==> src/common/mdft_pkg.sv <==
/*
  Constants, register map and carrier types for the motor drive fault
  trip manager. Assumes a single 100 MHz system clock.
*/
// Behaviour
// RULE1: Latched trip clears on reset after condition.
// RULE2: Level trip self-clears, never enters history.
// RULE3: Any enabled fault halts the drive.
// RULE4: Simultaneous trips report the highest priority.
// RULE5: Motor overload trip gated by overload_enable.
// RULE6: Motor underload trip gated by underload_enable.
// RULE7: Overcurrent trip latches, no enable.
// RULE8: Overvoltage trip latches, no enable.
// RULE9: Undervoltage is level type, auto release.
// RULE10: Running undervoltage latches when enable is one.
// RULE11: Ground fault trip latches on output fault.
// RULE12: Ground fault only on supporting capacity variants.
// RULE13: Motor thermal trip gated by motor_thermal_enable.
// RULE14: Output phase loss needs config bit 1.
// RULE15: Input phase loss needs config bit 2.
// RULE16: Drive overload follows duty dependent time limits.
// RULE17: Missing motor while running, enable one.
// RULE18: Relay open at power-up, enabled variants only.
// RULE19: First over-torque when mode 3 or 4.
// RULE20: Second over-torque when mode 3 or 4.
// RULE21: First under-torque when mode 7 or 8.
// RULE22: Second under-torque when mode 7 or 8.
// RULE23: Active trip reported as distinct code.
package mdft_pkg;

  localparam int ADDR_W = 4;
  localparam int DATA_W = 32;
  localparam int CUR_W  = 16;
  localparam int LOAD_W = 9;

  localparam logic [ADDR_W-1:0] REG_CTRL   = 4'h0;
  localparam logic [ADDR_W-1:0] REG_TORQUE = 4'h1;
  localparam logic [ADDR_W-1:0] REG_LEVEL1 = 4'h2;
  localparam logic [ADDR_W-1:0] REG_LEVEL2 = 4'h3;
  localparam logic [ADDR_W-1:0] REG_STATUS = 4'h4;
  localparam logic [ADDR_W-1:0] REG_CODE   = 4'h5;

  localparam int CTRL_RESET_BIT = 8;
  localparam int PLC_LSB        = 12;
  localparam int T2_MODE_LSB    = 4;

  localparam logic [6:0]       CTRL_RST_VAL  = 7'h00;
  localparam logic [2:0]       PLC_RST_VAL   = 3'h0;
  localparam logic [3:0]       MODE_RST_VAL  = 4'h0;
  localparam logic [CUR_W-1:0] LEVEL_RST_VAL = 16'h0000;

  localparam logic [3:0] MODE_OVER_A  = 4'h3;
  localparam logic [3:0] MODE_OVER_B  = 4'h4;
  localparam logic [3:0] MODE_UNDER_A = 4'h7;
  localparam logic [3:0] MODE_UNDER_B = 4'h8;

  localparam int PLC_OUT_BIT = 1;
  localparam int PLC_IN_BIT  = 2;

  localparam int CLK_PERIOD_NS = 10;
  localparam int TICK_NS       = 1000000;
  localparam int TICK_CYCLES   = TICK_NS / CLK_PERIOD_NS;

  localparam logic [LOAD_W-1:0] ND_LONG_PCT  = 9'h096;
  localparam logic [LOAD_W-1:0] LD_LONG_PCT  = 9'h078;
  localparam logic [LOAD_W-1:0] SHORT_PCT    = 9'h0C8;
  localparam logic [15:0]       LONG_MS      = 16'hEA60;
  localparam logic [15:0]       ND_SHORT_MS  = 16'h0FA0;
  localparam logic [15:0]       LD_SHORT_MS  = 16'h07D0;

  localparam int NTRIP = 17;
  localparam int T_OCT = 0;
  localparam int T_OVT = 1;
  localparam int T_GFT = 2;
  localparam int T_LVT = 3;
  localparam int T_RUV = 4;
  localparam int T_IPO = 5;
  localparam int T_POT = 6;
  localparam int T_IOL = 7;
  localparam int T_ETH = 8;
  localparam int T_OLT = 9;
  localparam int T_ULT = 10;
  localparam int T_NMT = 11;
  localparam int T_ROT = 12;
  localparam int T_OT1 = 13;
  localparam int T_OT2 = 14;
  localparam int T_UT1 = 15;
  localparam int T_UT2 = 16;

  // Order follows bit index plus one, which is also the priority order.
  typedef enum logic [4:0] {
    TRIP_NONE, TRIP_OVER_CURRENT, TRIP_OVER_VOLTAGE, TRIP_GROUND,
    TRIP_LOW_VOLTAGE, TRIP_RUN_UNDERVOLTAGE, TRIP_IN_PHASE, TRIP_OUT_PHASE,
    TRIP_DRIVE_OVERLOAD, TRIP_MOTOR_THERMAL, TRIP_OVERLOAD, TRIP_UNDERLOAD,
    TRIP_NO_MOTOR, TRIP_RELAY_OPEN, TRIP_OVER_TORQUE_1, TRIP_OVER_TORQUE_2,
    TRIP_UNDER_TORQUE_1, TRIP_UNDER_TORQUE_2
  } mdft_trip_t;

  typedef struct packed {
    logic over_current;
    logic over_voltage;
    logic under_voltage;
    logic ground_fault;
    logic motor_overload;
    logic motor_underload;
    logic motor_thermal;
    logic out_phase_open;
    logic in_phase_open;
    logic no_motor;
    logic relay_open;
  } mdft_cond_t;

  typedef struct packed {
    logic light_duty;
    logic relay_check_enable;
    logic no_motor_enable;
    logic motor_thermal_enable;
    logic run_undervoltage_enable;
    logic underload_enable;
    logic overload_enable;
  } mdft_ctrl_t;

endpackage

==> src/hw/mdft_trip_manager.sv <==
/*
  Fault trip manager: synchronises protection comparator pins, latches
  or follows each trip, halts the drive, reports the highest priority
  trip and emits one history record per cycle with new latches, for the highest priority one.
  Assumes run, current and load words come from logic on clk_sys_in,
  and that condition pins are asynchronous to it.
*/
`timescale 1ns/1ps
module mdft_trip_manager #(
  parameter int         TICK_CNT     = mdft_pkg::TICK_CYCLES,
  parameter logic       GFT_PRESENT  = 1'b1,
  parameter logic       RELAY_PRESENT = 1'b0
) (
  input  wire logic                        clk_sys_in,
  input  wire logic                        rst_in,
  input  wire logic                        ce_in,
  input  wire mdft_pkg::mdft_cond_t        cond_pin_in,
  input  wire logic                        fault_reset_pin_in,
  input  wire logic                        run_in,
  input  wire logic [mdft_pkg::CUR_W-1:0]  current_in,
  input  wire logic [mdft_pkg::LOAD_W-1:0] load_pct_in,
  input  wire logic [mdft_pkg::ADDR_W-1:0] addr_in,
  input  wire logic [mdft_pkg::DATA_W-1:0] wr_data_in,
  input  wire logic                        wr_in,
  input  wire logic                        rd_in,
  output logic [mdft_pkg::DATA_W-1:0]      rd_data_out,
  output logic                             drive_halt_out,
  output mdft_pkg::mdft_trip_t             trip_code_out,
  output logic                             history_write_out,
  output mdft_pkg::mdft_trip_t             history_code_out
);
  import mdft_pkg::*;

  localparam int CW = $bits(mdft_cond_t);

  function automatic logic mode_is(input logic [3:0] m, input logic [3:0] a,
                                   input logic [3:0] b);
    mode_is = (m == a) || (m == b);
  endfunction

  // Lowest set index wins, so the vector order is the priority order.
  function automatic mdft_trip_t top_code(input logic [NTRIP-1:0] v);
    top_code = TRIP_NONE;
    for (int i = NTRIP - 1; i >= 0; i--) begin
      if (v[i]) begin
        top_code = mdft_trip_t'(5'(i + 1));
      end
    end
  endfunction

  // Pin synchroniser: stage 1 feeds stage 2 only; a change is taken once
  // stages 2 and 3 agree, which also rejects single-cycle glitches.
  logic [CW-1:0] s1_reg, s2_reg, s3_reg;
  logic [2:0]    rs_reg;
  mdft_cond_t    cond_reg;
  logic          frst_reg;

  always_ff @(posedge clk_sys_in) begin
    if (rst_in) begin
      s1_reg   <= '0;
      s2_reg   <= '0;
      s3_reg   <= '0;
      rs_reg   <= 3'h0;
      cond_reg <= '0;
      frst_reg <= 1'b0;
    end else if (ce_in) begin
      s1_reg   <= cond_pin_in;
      s2_reg   <= s1_reg;
      s3_reg   <= s2_reg;
      rs_reg   <= {rs_reg[1:0], fault_reset_pin_in};
      cond_reg <= (s2_reg & s3_reg) | (cond_reg & (s2_reg | s3_reg));
      if (rs_reg[1] == rs_reg[2]) begin
        frst_reg <= rs_reg[2];
      end
    end
  end

  // Settings registers.
  mdft_ctrl_t       ctrl_reg;
  logic [2:0]       plc_reg;
  logic [3:0]       t1_mode_reg, t2_mode_reg;
  logic [CUR_W-1:0] t1_level_reg, t2_level_reg;
  logic             sw_reset_reg;
  logic             wr_hit;

  assign wr_hit = ce_in && wr_in;

  always_ff @(posedge clk_sys_in) begin
    if (rst_in) begin
      ctrl_reg     <= CTRL_RST_VAL;
      plc_reg      <= PLC_RST_VAL;
      t1_mode_reg  <= MODE_RST_VAL;
      t2_mode_reg  <= MODE_RST_VAL;
      t1_level_reg <= LEVEL_RST_VAL;
      t2_level_reg <= LEVEL_RST_VAL;
      sw_reset_reg <= 1'b0;
    end else if (ce_in) begin
      sw_reset_reg <= wr_hit && addr_in == REG_CTRL && wr_data_in[CTRL_RESET_BIT];
      if (wr_hit) begin
        case (addr_in)
          REG_CTRL: begin
            ctrl_reg <= wr_data_in[6:0];
            plc_reg  <= wr_data_in[PLC_LSB +: 3];
          end
          REG_TORQUE: begin
            t1_mode_reg <= wr_data_in[3:0];
            t2_mode_reg <= wr_data_in[T2_MODE_LSB +: 4];
          end
          REG_LEVEL1: t1_level_reg <= wr_data_in[CUR_W-1:0];
          REG_LEVEL2: t2_level_reg <= wr_data_in[CUR_W-1:0];
          default: ;
        endcase
      end
    end
  end

  // Millisecond tick for the drive overload timers.
  logic [31:0] div_reg;
  logic        tick;

  assign tick = div_reg == 32'(TICK_CNT - 1);

  always_ff @(posedge clk_sys_in) begin
    if (rst_in) begin
      div_reg <= 32'h0;
    end else if (ce_in) begin
      div_reg <= tick ? 32'h0 : div_reg + 32'h1;
    end
  end

  // Drive overload: two bands, each with its own time budget. Falling
  // below a band restarts it; a coarse but safe inverse-time shape.
  logic [15:0]       long_ms_reg, short_ms_reg;
  logic [LOAD_W-1:0] long_pct;
  logic [15:0]       short_lim;
  logic              iol_cond;

  assign long_pct  = ctrl_reg.light_duty ? LD_LONG_PCT : ND_LONG_PCT;
  assign short_lim = ctrl_reg.light_duty ? LD_SHORT_MS : ND_SHORT_MS;
  assign iol_cond  = long_ms_reg >= LONG_MS || short_ms_reg >= short_lim;

  always_ff @(posedge clk_sys_in) begin
    if (rst_in) begin
      long_ms_reg  <= 16'h0;
      short_ms_reg <= 16'h0;
    end else if (ce_in) begin
      if (load_pct_in < long_pct) begin
        long_ms_reg <= 16'h0;
      end else if (tick && long_ms_reg < LONG_MS) begin
        long_ms_reg <= long_ms_reg + 16'h1; // RULE16
      end
      if (load_pct_in < SHORT_PCT) begin
        short_ms_reg <= 16'h0;
      end else if (tick && short_ms_reg < short_lim) begin
        short_ms_reg <= short_ms_reg + 16'h1; // RULE16
      end
    end
  end

  // Gated trip conditions, one bit per protection.
  logic [NTRIP-1:0] cause;
  logic             t1_over, t2_over, t1_under, t2_under;

  assign t1_over  = current_in > t1_level_reg;
  assign t2_over  = current_in > t2_level_reg;
  assign t1_under = current_in < t1_level_reg;
  assign t2_under = current_in < t2_level_reg;

  always_comb begin
    cause        = '0;
    cause[T_OCT] = cond_reg.over_current; // RULE7
    cause[T_OVT] = cond_reg.over_voltage; // RULE8
    cause[T_GFT] = GFT_PRESENT && cond_reg.ground_fault; // RULE11 RULE12
    cause[T_LVT] = cond_reg.under_voltage; // RULE9
    cause[T_RUV] = ctrl_reg.run_undervoltage_enable && run_in
                   && cond_reg.under_voltage; // RULE10
    cause[T_IPO] = plc_reg[PLC_IN_BIT] && cond_reg.in_phase_open; // RULE15
    cause[T_POT] = plc_reg[PLC_OUT_BIT] && cond_reg.out_phase_open; // RULE14
    cause[T_IOL] = iol_cond; // RULE16
    cause[T_ETH] = ctrl_reg.motor_thermal_enable && cond_reg.motor_thermal; // RULE13
    cause[T_OLT] = ctrl_reg.overload_enable && cond_reg.motor_overload; // RULE5
    cause[T_ULT] = ctrl_reg.underload_enable && cond_reg.motor_underload; // RULE6
    cause[T_NMT] = ctrl_reg.no_motor_enable && run_in && cond_reg.no_motor; // RULE17
    cause[T_ROT] = RELAY_PRESENT && ctrl_reg.relay_check_enable
                   && cond_reg.relay_open; // RULE18
    cause[T_OT1] = mode_is(t1_mode_reg, MODE_OVER_A, MODE_OVER_B) && t1_over; // RULE19
    cause[T_OT2] = mode_is(t2_mode_reg, MODE_OVER_A, MODE_OVER_B) && t2_over; // RULE20
    cause[T_UT1] = mode_is(t1_mode_reg, MODE_UNDER_A, MODE_UNDER_B) && t1_under; // RULE21
    cause[T_UT2] = mode_is(t2_mode_reg, MODE_UNDER_A, MODE_UNDER_B) && t2_under; // RULE22
  end

  // Trip state. A cause present in the clearing cycle keeps its bit set.
  localparam logic [NTRIP-1:0] LEVEL_MASK = NTRIP'(1) << T_LVT;

  logic [NTRIP-1:0] trip_reg, trip_next, new_latch;
  logic             clear_req;

  assign clear_req = frst_reg || sw_reset_reg;

  always_comb begin
    trip_next = trip_reg | cause; // RULE1
    if (clear_req) begin
      trip_next = cause; // RULE1
    end
    trip_next = (trip_next & ~LEVEL_MASK) | (cause & LEVEL_MASK); // RULE2 RULE9
  end

  assign new_latch = trip_next & ~trip_reg & ~LEVEL_MASK;

  always_ff @(posedge clk_sys_in) begin
    if (rst_in) begin
      trip_reg <= '0;
    end else if (ce_in) begin
      trip_reg <= trip_next;
    end
  end

  always_ff @(posedge clk_sys_in) begin
    if (rst_in) begin
      drive_halt_out    <= 1'b0;
      trip_code_out     <= TRIP_NONE;
      history_write_out <= 1'b0;
      history_code_out  <= TRIP_NONE;
    end else if (ce_in) begin
      drive_halt_out    <= |trip_reg; // RULE3
      trip_code_out     <= top_code(trip_reg); // RULE4 RULE23
      history_write_out <= |new_latch; // RULE2
      if (|new_latch) begin
        history_code_out <= top_code(new_latch); // RULE4
      end
    end
  end

  // Register reads; data stand for exactly one cycle after the strobe.
  always_ff @(posedge clk_sys_in) begin
    if (rst_in) begin
      rd_data_out <= '0;
    end else if (ce_in) begin
      rd_data_out <= '0;
      if (rd_in) begin
        case (addr_in)
          REG_CTRL:   rd_data_out <= {17'h0, plc_reg, 5'h0, ctrl_reg};
          REG_TORQUE: rd_data_out <= {24'h0, t2_mode_reg, t1_mode_reg};
          REG_LEVEL1: rd_data_out <= {16'h0, t1_level_reg};
          REG_LEVEL2: rd_data_out <= {16'h0, t2_level_reg};
          REG_STATUS: rd_data_out <= {15'h0, trip_reg};
          REG_CODE:   rd_data_out <= {26'h0, drive_halt_out, trip_code_out};
          default:    rd_data_out <= '0;
        endcase
      end
    end
  end

  chk_oct_latch_set: assert property (@(posedge clk_sys_in) disable iff (rst_in) // RULE7
    ce_in && cond_reg.over_current |=> trip_reg[T_OCT])
    else $error("Overcurrent did not latch.");

  chk_latch_hold: assert property (@(posedge clk_sys_in) disable iff (rst_in) // RULE1
    ce_in && trip_reg[T_OVT] && !clear_req |=> trip_reg[T_OVT])
    else $error("Latched trip dropped without reset.");

  chk_level_release: assert property (@(posedge clk_sys_in) disable iff (rst_in) // RULE9
    ce_in && !cond_reg.under_voltage |=> !trip_reg[T_LVT])
    else $error("Level trip did not release.");

  chk_overload_gate: assert property (@(posedge clk_sys_in) disable iff (rst_in) // RULE5
    ce_in && !trip_reg[T_OLT] && !ctrl_reg.overload_enable |=> !trip_reg[T_OLT])
    else $error("Overload tripped while disabled.");

  chk_halt_follows: assert property (@(posedge clk_sys_in) disable iff (rst_in) // RULE3
    ce_in && trip_reg[T_OCT] |=> drive_halt_out)
    else $error("Drive not halted on trip.");

  chk_code_priority: assert property (@(posedge clk_sys_in) disable iff (rst_in) // RULE4
    ce_in && trip_reg[T_OCT] |=> trip_code_out == TRIP_OVER_CURRENT)
    else $error("Wrong trip reported first.");

  chk_history_level: assert property (@(posedge clk_sys_in) disable iff (rst_in) // RULE2
    history_write_out |-> history_code_out != TRIP_LOW_VOLTAGE)
    else $error("Level trip entered history.");

  chk_gft_absent: assert property (@(posedge clk_sys_in) disable iff (rst_in) // RULE12
    !GFT_PRESENT |-> !trip_reg[T_GFT])
    else $error("Ground trip on variant without it.");

  chk_torque_over: assert property (@(posedge clk_sys_in) disable iff (rst_in) // RULE19
    ce_in && t1_over && t1_mode_reg == MODE_OVER_B |=> trip_reg[T_OT1])
    else $error("Over-torque did not trip.");

  chk_pin_delay: assert property (@(posedge clk_sys_in) disable iff (rst_in) // RULE8
    ce_in && s2_reg[CW-2] && s3_reg[CW-2] |=> cond_reg.over_voltage)
    else $error("Overvoltage pin not taken.");

endmodule

==> config.mk <==
export PLATFORM = sky130hd
export DESIGN_NAME = mdft_trip_manager
export DESIGN_NICKNAME = d
export VERILOG_FILES = /design/src/common/mdft_pkg.sv /design/src/hw/mdft_trip_manager.sv
export SDC_FILE = /design/constraint.sdc
export NUM_CORES = 1
export LEC_CHECK = 0
export BUFFER_PORTS_ARGS = -buffer_cell sky130_fd_sc_hd__buf_2
export CORE_UTILIZATION = 53
export CTS_BUF_LIST = sky130_fd_sc_hd__clkbuf_16
export DETAILED_ROUTE_END_ITERATION = 12
export PLACE_DENSITY = 0.77
export SYNTH_ARGS = -nofsm -noshare
export SYNTH_HDL_FRONTEND = slang
export SYNTH_SLANG_ARGS = --single-unit
export TNS_END_PERCENT = 1
==> constraint.sdc <==
create_clock -name clk_sys_in -period 3.2 [get_ports clk_sys_in]
set_input_delay 0.8 -clock clk_sys_in [delete_from_list [all_inputs] [get_ports clk_sys_in]]
set_output_delay 0.8 -clock clk_sys_in [all_outputs]
set_load 0.01 [all_outputs]
==> impl.org, run 1 <==
** Finish
- Final non-filler cell total :: 1588
- After the last flow step, the layout net total stands at 1467.
- From synthesis to final layout, the design area changed by 15.07%.
- Proportion of layout cells with a drive suffix above 1 :: 13.40%
- Post-route core utilization :: 63.23%
- The register with the most flip-flops in the layout has 32 of them.
- Fill cells in the final layout number 1604.

** Setup path
- Crit path max-delay cell type :: nor4_1
- Required time at the worst-slack endpoint :: 3.60 ns
- FF-to-FF Start :: t2_level_reg[13]
- Counting both buffers and inverters, the worst setup path holds a total of 2.
- In this run the critical register-to-register path is captured at history_code_out[2].
- On the worst path, the slowest cell contributes a delay of 0.44 ns.
- Critical path depth :: 11
- The critical path in this run is classified as input port to flop.
- The critical path starts at current_in[13].
- Arrival @ worst endpoint :: 3.38 ns
- Reg-to-reg slack, setup :: 0.22 ns
- Following the worst setup path forward leads to its endpoint at history_code_out[2].
- Critical-path cell list :: buf_2 > ha_1 > nand4_1 > nor4_1 > buf_4 > a21boi_1 > o311a_1 > nor3_1 > a41oi_2 > nor3b_1 > a41o_1
- Among cell families on the critical path, the largest total delay comes from compound AO/OA/AOI/OAI gates.
- The worst setup path is captured at a flop.
- Depth of the worst register-to-register path :: 11
- STA classifies the critical path startpoint as an input port.
- Along the worst path, the maximum fanout reaches 7.

** Route
- Remaining design rule violation count :: 0
- Once detail routing completed, the nets flagged for antenna violations numbered 0.
- For this run, the detailed router's first-pass iteration total came to 5.
- Post-Route WL :: 25540 um
- Dividing the detail-routed via count by the number of cells gives 5.732.
- DRC violation total after the first TritonRoute iteration :: 693
- Routed length per instance :: 16.08 um
- The routed layout has 9102 vias.

** Clocking
- After clock tree synthesis, the clock-pin slew on the worst setup and hold paths is 0.06 ns.
- Clock latency at the later pin of the worst-skew pair :: 0.51 ns
- TritonCTS built the clock tree.
- The number of hold buffers added after CTS was 0.
- Post-CTS repair changed the size of 0 cells.
- The tree built by TritonCTS fans out to 205 sinks.
- Clock Tree Root :: clkbuf_16
- Buffer levels on the longest clock path :: 3
- Counting the buffers created by CTS gives 23.
- Setup Fix Bufs, Post-CTS :: 0
- Clock H-tree levels :: 1

** Synth
- EDFF count, synth :: 0
- By area, the combinational part of the netlist is dominated by simple AND/OR/NAND/NOR gates.
- The synthesized netlist devotes 16.05% of its cell area to compound gates.
- Of the total synthesized cell area, the portion taken by XOR and XNOR cells is 4.100%.
- For this run, the number of Yosys warnings is 0.
- Area contributors post-synth :: dfxtp_1 (41%), nor2_1 (6.7%), nand2_1 (6.2%)
- Synth Cell Area :: 0.01004 mm2
- Counting flops with an async set or reset pin after synthesis yields a share of 0%.
- After synthesis, the netlist uses 66 different library cells.
- Share of synthesized cell area in and, or, nand and nor gates :: 22.84%
- Flop and latch count out of synthesis :: 205
- Prevailing post-synth register cell :: dfxtp_1
- Summing the areas of all fa, ha and maj instances in the mapped netlist gives 5.733% of the synthesized area.
- Share of the synthesized area in the top cell type :: 40.88%
- Mean area per synthesized cell :: 8.136 um2
- Sequential share of the synthesized area :: 40.88%
- Share of synthesized area spent on multiplexers :: 5.085%
- Counting every instance in the synthesized netlist gives 1234.
- Most area-hungry cell type in the Yosys netlist :: dfxtp_1

** GRT
- Antenna violations before repair :: 0
- Largest net degree at the start of global routing :: 146
- First-pass GRT wire length :: 41380 um
- Number of global-route vias before repair :: 8418
- Global routing consumed, over all layers together, 25.94% of the routing resources.
- Total congestion overflow :: 0

** Floorplanning
- In this run the count of I/O pins placed on the die edge is 123.
- Die Area :: 0.01950 mm2
- In this run the vertical extent of the chip is 139.6 um.
- The total area inside the core boundary comes to 0.01827 mm2.
- Horiz. Die Dim :: 139.6 um
- Row generation in the floorplan step produced 49 rows.
- For this configuration, the core starts out at a cell density of 54.95%.

** STA
- Setup violators final :: 0
- Setup repair after global routing left no endpoint under its margin.
- Achievable clock frequency :: 335.4 MHz
- Number of hold-slack violations in the final timing report :: 0
- The worst path uses 93.17% of the clock period.
- Aggregate negative setup slack :: 0 ns
- In this run the tightest slew margin relative to its limit is 52.76%.
- On the final layout, the worst clock skew is 0.006899 ns.
- Slew at the pin closest to its max-slew limit :: 0.7039 ns
- The worst path in the final design needs a cycle of 2.982 ns, including I/O delays and setup.
- Final Slew Violations :: 0
- The tightest hold path in the finished design has a slack of 0.4521 ns.

** Placement
- Detailed placement finished with a half-perimeter wire length of 18180 um.
- Counting tap cells, the placed design contains a total of 1546 instances.
- Port bufs :: 89
- Final weighted congestion in routability-driven placement :: 0.8953

** Pwr
- VDD IR-drop max :: 0.3385 mV
- Summed over all cells, the static leakage comes to 0.004538 uW.
- Ratio of total power to cell area :: 454.4 mW/mm2

** Hold path
- HP Class :: flop to flop

** Flow run
- The tool flagged a number of max-cap violations equal to 0.

** Run status
- Run status :: finished, final reports clean
per-layer routing:
layer / up-vias / track usage, % / routed length, um / share of wire (%)
met5: - / 0 / 0 / 0
met4: 0 / 10.53 / 960 / 3.8
met3: 70 / 3.579 / 1597 / 6.3
met2: 307 / 42.71 / 11810 / 46
met1: 4232 / 34.29 / 11180 / 44
li1: 4493 / - / - / -
stage by stage:
step                      total power (uW)  setup slack, ns  instance area [um2]
final                                 5250           0.2184                11550
after global routing                  5424          0.05460                11550
after CTS                             5275           0.1974                11550
after detailed placement              2982          -0.3219                10900
after global placement                2973          -0.3708                10900
after floorplan                       2858           0.1838                10090
cell usage in the layout (no fill, tap or decap), drive strengths merged, types with 23 or more instances in the layout:
cell / count
nand3: 28
nand4: 23
buf: 135
ha: 46
a21oi: 121
clkbuf: 23
nor2: 179
mux2i: 51
xor2: 26
dfxtp: 205
nand2: 165
inv: 64
o21ai: 37
where the power goes:
group | internal, uW | switching [uW]
clock network | 1300 | 1020
registers | 2580 | 19.0
logic | 128 | 206
cell families after synthesis:
| logic type | count (synthesis) |
|---|---|
| simple gates | 499 |
| compound gates | 259 |
| flops | 205 |
| buf+inv | 126 |
| mux | 51 |
| xor+xnor | 47 |
| fa+ha+maj | 46 |
| other cells | 1 |
final cells by class:
class	count	area [um2]	area share, %
Antenna cell	1	2.502	0.02166
Clock buffer	23	575.6	4.982
Clock inverter	18	78.83	0.6823
Inverter	60	225.2	1.950
Multi-Input combinational cell	917	5459	47.25
Sequential cell	205	4104	35.52
Tap cell	229	286.5	2.480
Timing Repair Buffer	135	820.8	7.105
tightest hold or removal path, stage by stage (launching register included):
cell and delay, ns:
dfxtp_1 0.31, nand2_1 0.05, a21oi_1 0.05
worst min-delay path by stage:
stage                                start               end  slack [ns]  depth (start not counted)
after CTS                  t1_level_reg[7]   t1_level_reg[7]        0.45                          2
final                      t1_level_reg[7]   t1_level_reg[7]        0.45                          2
after detailed placement   t1_level_reg[7]   t1_level_reg[7]        0.45                          2
after global routing             rs_reg[2]          frst_reg        0.47                          2
after floorplan           short_ms_reg[14]  short_ms_reg[14]        0.43                          2
after global placement    short_ms_reg[14]  short_ms_reg[14]        0.44                          2
Yosys cell counts (3+ instances only):
cell type    n
and3_1       7
nand2_1    165
xnor2_1     21
nand2b_1     8
clkbuf_1    48
o31ai_1      3
a222oi_1     3
o22ai_1      7
nor3_1      21
nor4_1      14
a221oi_1     7
buf_1        3
a21o_1      12
o21ai_0     35
o211ai_1     5
a21oi_1    120
a22oi_1     19
a32oi_1      7
nor2b_1      6
or2_2        4
inv_1       59
nand3_1     28
or4_1        3
or3_1       12
xor2_1      26
a31oi_1      5
dfxtp_1    205
and4_1       4
nand3b_1     5
a211oi_1     8
o21a_1       7
nor4_2       3
nand4_1     22
nor3b_1      3
ha_1        46
mux2i_1     51
nor2_1     179
buf_4       15
(Power assumes the default switching activity.)
==> run 2, diff against run 1 <==
- ABC_AREA: unset -> 1
==> run 2 against run 1 <==
Net effect: global-route usage rose by 0.17 points; cell area rose by 1.4%; count of clock-buffer cells in the layout rose by 2; hold slack got worse by 0.0092 ns; utilization fell by 1.0 points; first-iteration DRC count rose by 8.9%; total power rose by 12%; worst setup slack improved by 0.42 ns; combinational power rose by 10%; critical endpoint is now long_ms_reg[10]; final cell count rose by 12%; sequential cell count did not move; register-to-register slack improved by 0.42 ns.
==> impl.org, run 2 <==
** Floorplanning
- The vertical extent of the die came to 140.9 um (+0.88%).
- The row count is 50 (+2.0%).
- Area inside the core boundary :: 0.01883 mm2 (+3.1%)
- The overall die area is 0.01984 mm2 (+1.8%).
- Number of top-level design ports :: 123 (unchanged)
- The initial cell density of the core came to 54.27% (-0.68 points).
- Horiz. Die Dim :: 140.9 um (+0.88%)

** Pwr
- The internal power summed over all cells came to 4533 uW (+13%).
- The fraction of power consumed by combinational cells was 6.3% (about the same).
- The total net switching power is 1356 uW (+8.8%).
- The portion of total power attributed to the clock network was 49.2% (+5.0 points).
- The switching fraction of total power came to 23.03% (-0.71 points).
- The peak ir drop on the vdd network came to 0.4828 mV (+43%).
- Total leakage power :: 0.004662 uW (+2.7%)
- The power per unit of standard cell area came to 502.6 mW/mm2 (+11%).
- The sequential cell fraction of total power is 44.5% (-5.0 points).
- The power after layout came to 5890 uW (+12%).

** Route
- The sum of routed wire length over all layers is 25800 um (+1.0%).
- Via-per-instance ratio :: 5.406 (-5.7%)
- Remaining design rule violation count :: 0 (unchanged)
- The average wire per standard cell is 14.50 um (-9.8%).
- Via count :: 9617 (+5.7%)
- The number of optimization iterations in the first detailed-route pass is 5 (unchanged).
- DRC violation total after the first TritonRoute iteration :: 755 (+8.9%)
- The number of nets with antenna violations after routing was 0 (unchanged).

** Setup path
- Critical-path cell list :: inv_1 > ha_1 > a21o_1 > a211oi_1 > and2_1 > nand2_1 > nand2_4 > inv_4 > nor3_4 > nand4_4 > nor3_2 > a21oi_2
- The largest incremental delay on the critical path was 0.31 ns (-0.13 ns).
- Arrival @ worst endpoint :: 2.96 ns (-0.42 ns)
- The count of buffer and inverter cells on the critical path was 2 (unchanged).
- Dominant delay contributor by cell family on the critical path :: simple AND/OR/NAND/NOR gates
- For this design, the slowest cell found on the critical path is dfxtp_1.
- Capturing point of the worst reg2reg path :: long_ms_reg[10]
- Crit. End Element :: flop
- Worst-path fanout max :: 8 (+1)
- STA classifies the critical path startpoint as a flop.
- The number of cells on the worst reg-to-reg path was 12 (+1).
- Reg-to-reg slack, setup :: 0.64 ns (+0.42 ns)
- The worst register-to-register path begins at ctrl_reg[6].
- Required time at the worst-slack endpoint :: 3.61 ns (about the same)
- The worst setup path is of the flop to flop kind.

** Hold path
- Worst min-delay path startpoint :: short_ms_reg[15]
- The worst hold path cell count was 2 (unchanged).
- The worst hold path belongs to the class flop to flop.
- The path with the worst hold slack has its endpoint at short_ms_reg[15].

** Finish
- The flip-flop count of the largest register after layout came to 32 (unchanged).
- Most common cell after layout, fill and taps aside :: nand2_1
- The number of fill cells in the layout was 1718 (+7.1%).
- The number of nets in the finished design came to 1625 (+11%).
- From synthesis to final layout, the design area changed by 14.67%.
- The fraction of final layout cells sized beyond drive strength 1 was 12.71% (-0.69 points).
- The summed area of non-filler cells in the final layout came to 0.01172 mm2 (+1.4%).
- The final cell count without fillers was 1779 (+12%).
- Leaving out fill and tap cells, the most frequent cells in the layout are nand2_1 (232), dfxtp_1 (205), a21oi_1 (176).

** Clocking
- TritonCTS clock tree :: yes
- Clock latency at the later pin of the worst-skew pair :: 0.52 ns (about the same)
- Setup Fix Bufs, Post-CTS :: 0 (unchanged)
- The clock-pin transition on the worst setup and hold timing paths is 0.06 ns (about the same).
- The CTS buffer count is 24 (+4.3%).
- The tree is rooted in a clkbuf_16.
- The maximum clock insertion buffer count is 3 (unchanged).
- The number of clock sinks came to 205 (unchanged).
- The total of cells resized after clock tree synthesis is 0 (unchanged).
- Clock H-tree levels :: 1 (unchanged)
- Hold-fix buffer count after cts :: 0 (unchanged)

** Synth
- The proportion of synthesized area in mux cells was 0% (-5.1 points).
- Distinct cell type count after synthesis :: 54 (-18%)
- Flop and latch count out of synthesis :: 205 (unchanged)
- By area, the combinational part of the netlist is dominated by simple AND/OR/NAND/NOR gates.
- Synthesized-area fraction occupied by ao, oa, aoi and oai cells :: 19.94% (+3.9 points)
- The register area share after synthesis is 40.16% (-0.72 points).
- The number of enable flip-flop cells after synthesis came to 0 (unchanged).
- Share of the synthesized area in the top cell type :: 40.16% (-0.72 points)
- nand2_1 is the most common cell in the netlist.
- The share of synthesized cell area in and, or, nand and nor gates came to 23.98% (+1.1 points).
- Leading post-synthesis cells by instance count :: nand2_1 (232), dfxtp_1 (205), a21oi_1 (176)
- Area contributors post-synth :: dfxtp_1 (40%), a21oi_1 (8.6%), nand2_1 (8.5%)
- Most area-hungry cell type in the Yosys netlist :: dfxtp_1
- Fraction of the mapped netlist area in adder cells :: 5.632% (-0.10 points)
- Yosys Warn Count :: 0 (unchanged)
- The most used flip-flop cell after synthesis is dfxtp_1.
- The synthesized area divided by synthesized cell count is 7.217 um2 (-11%).
- Area share of xor/xnor cells in the synthesized design :: 0.7713% (-3.3 points)
- Synth Cell Area :: 0.01022 mm2 (+1.8%)
- Number of instances in the synthesized netlist :: 1416 (+15%)
- Ys async rst share :: 0% (unchanged)

** STA
- The relative slew slack was 58.92% (+6.2 points).
- The final critical delay including setup and external delays came to 2.559 ns (-0.4227 ns).
- Achievable clock frequency :: 390.8 MHz (+17%)
- The worst-margin pin slew is 0.6110 ns (-0.09287 ns).
- The worst clock skew on the final layout is 0.01226 ns (+0.005361 ns).
- Final Slew Violations :: 0 (unchanged)
- Number of hold-slack violations in the final timing report :: 0 (unchanged)
- RSZ-0062 raised after global routing :: no
- Share of the clock period used by the worst path after layout :: 79.96% (-13 points)
- Aggregate negative setup slack :: 0 ns (unchanged)
- The final worst slack is 0.6412 ns (+0.4227 ns).
- The final-report setup violation count was 0 (unchanged).

** Placement
- Post-Place Cell Area :: 0.01087 mm2 (-0.19%)
- The post-placement cell count came to 1734 (+12%).
- DPL Wire Length :: 18640 um (+2.6%)
- The worst setup slack before clock tree synthesis was 0.2657 ns (+0.5876 ns).
- Final weighted congestion in routability-driven placement :: 0.9592 (+7.1%)
- The port buffer count came to 89 (unchanged).

** GRT
- The number of antenna violations at the first check in global routing came to 1 (+1).
- Aggregate global-route resource usage :: 26.11% (+0.17 points)
- The first-pass GRT wire length is 42380 um (+2.4%).
- Total congestion overflow :: 0 (unchanged)
- Number of global-route vias before repair :: 8842 (+5.0%)
- The largest net degree at the start of global routing came to 55 (-62%).

** Run status
- Run status :: finished, final reports clean

** Flow run
- The max-capacitance violation count came to 0 (unchanged).
## run 2: cell types whose count changed after synthesis, moves of 37 or more
cell / before / now
a21oi_1: 120 / 176
nor2_1: 179 / 142
nand2_1: 165 / 232
mux2i_1: 51 / 0
o21ai_0: 35 / 140
inv_1: 59 / 170
## run 2: through the flow
step / util, % / hold slack [ns]
2_1_floorplan: - / 0.4226
3_3_place_gp: 57.75 / 0.4335
3_5_place_dp: 57.75 / 0.4375
4_1_cts: 62.22 / 0.4465
5_1_grt: 62.23 / 0.4732
6_report: 62.23 / 0.4429
## run 2: cell type report
cell class / count / area [um2] / area share [%]
clock buffers: 25 / 625.6 / 5.338
well taps: 260 / 325.3 / 2.776
clock inverters: 19 / 216.5 / 1.847
flip-flops and latches: 205 / 4104 / 35.02
multi-input cells: 984 / 5200 / 44.37
inverters: 180 / 679.4 / 5.798
diodes: 1 / 2.502 / 0.02135
repair buffers: 105 / 565.5 / 4.826
## run 2: worst max-delay path by stage
stage                   start                   to  slack, ns  cells after the start
2_1_floorplan  load_pct_in[6]      long_ms_reg[10]       0.68                     11
3_3_place_gp   current_in[15]  history_code_out[1]       0.32                     14
3_5_place_dp   load_pct_in[6]       long_ms_reg[8]       0.27                     12
4_1_cts           ctrl_reg[6]      long_ms_reg[10]       0.63                     12
5_1_grt           ctrl_reg[6]       long_ms_reg[8]       0.42                     12
6_report          ctrl_reg[6]      long_ms_reg[10]       0.64                     12
## run 2: logic make-up after synthesis
family | count (synthesis)
compound gates | 379
xor+xnor | 9
fa+ha+maj | 46
buf+inv | 241
flops | 205
other cells | 1
simple gates | 535
## run 2: metal layers
| layer | up-vias | part of all wire (%) | track usage, % |
|---|---|---|---|
| li1 | 4874 | - | - |
| met1 | 4429 | 45 | 34.02 |
| met2 | 268 | 47 | 44.49 |
| met3 | 46 | 5.6 | 3.635 |
| met4 | 0 | 2.6 | 8.524 |
| met5 | - | 0 | 0 |
## run 2: power groups by stage
stage	Combinational, uW	Sequential, uW	Clock [uW]
after floorplan	250	2670	0
after global placement	355	2670	0
after detailed placement	363	2680	0
after CTS	367	2620	2930
after global routing	419	2620	3040
final	369	2620	2900
## run 2: worst reg2reg max path, stage by stage (launching register included)
cell and delay, ns:
dfxtp_1 0.31, inv_1 0.23, ha_1 0.31, a21o_1 0.16, a211oi_1 0.18, and2_1 0.25
nand2_1 0.14, nand2_4 0.16, inv_4 0.07, nor3_4 0.21, nand4_4 0.15, nor3_2 0.20
a21oi_2 0.08
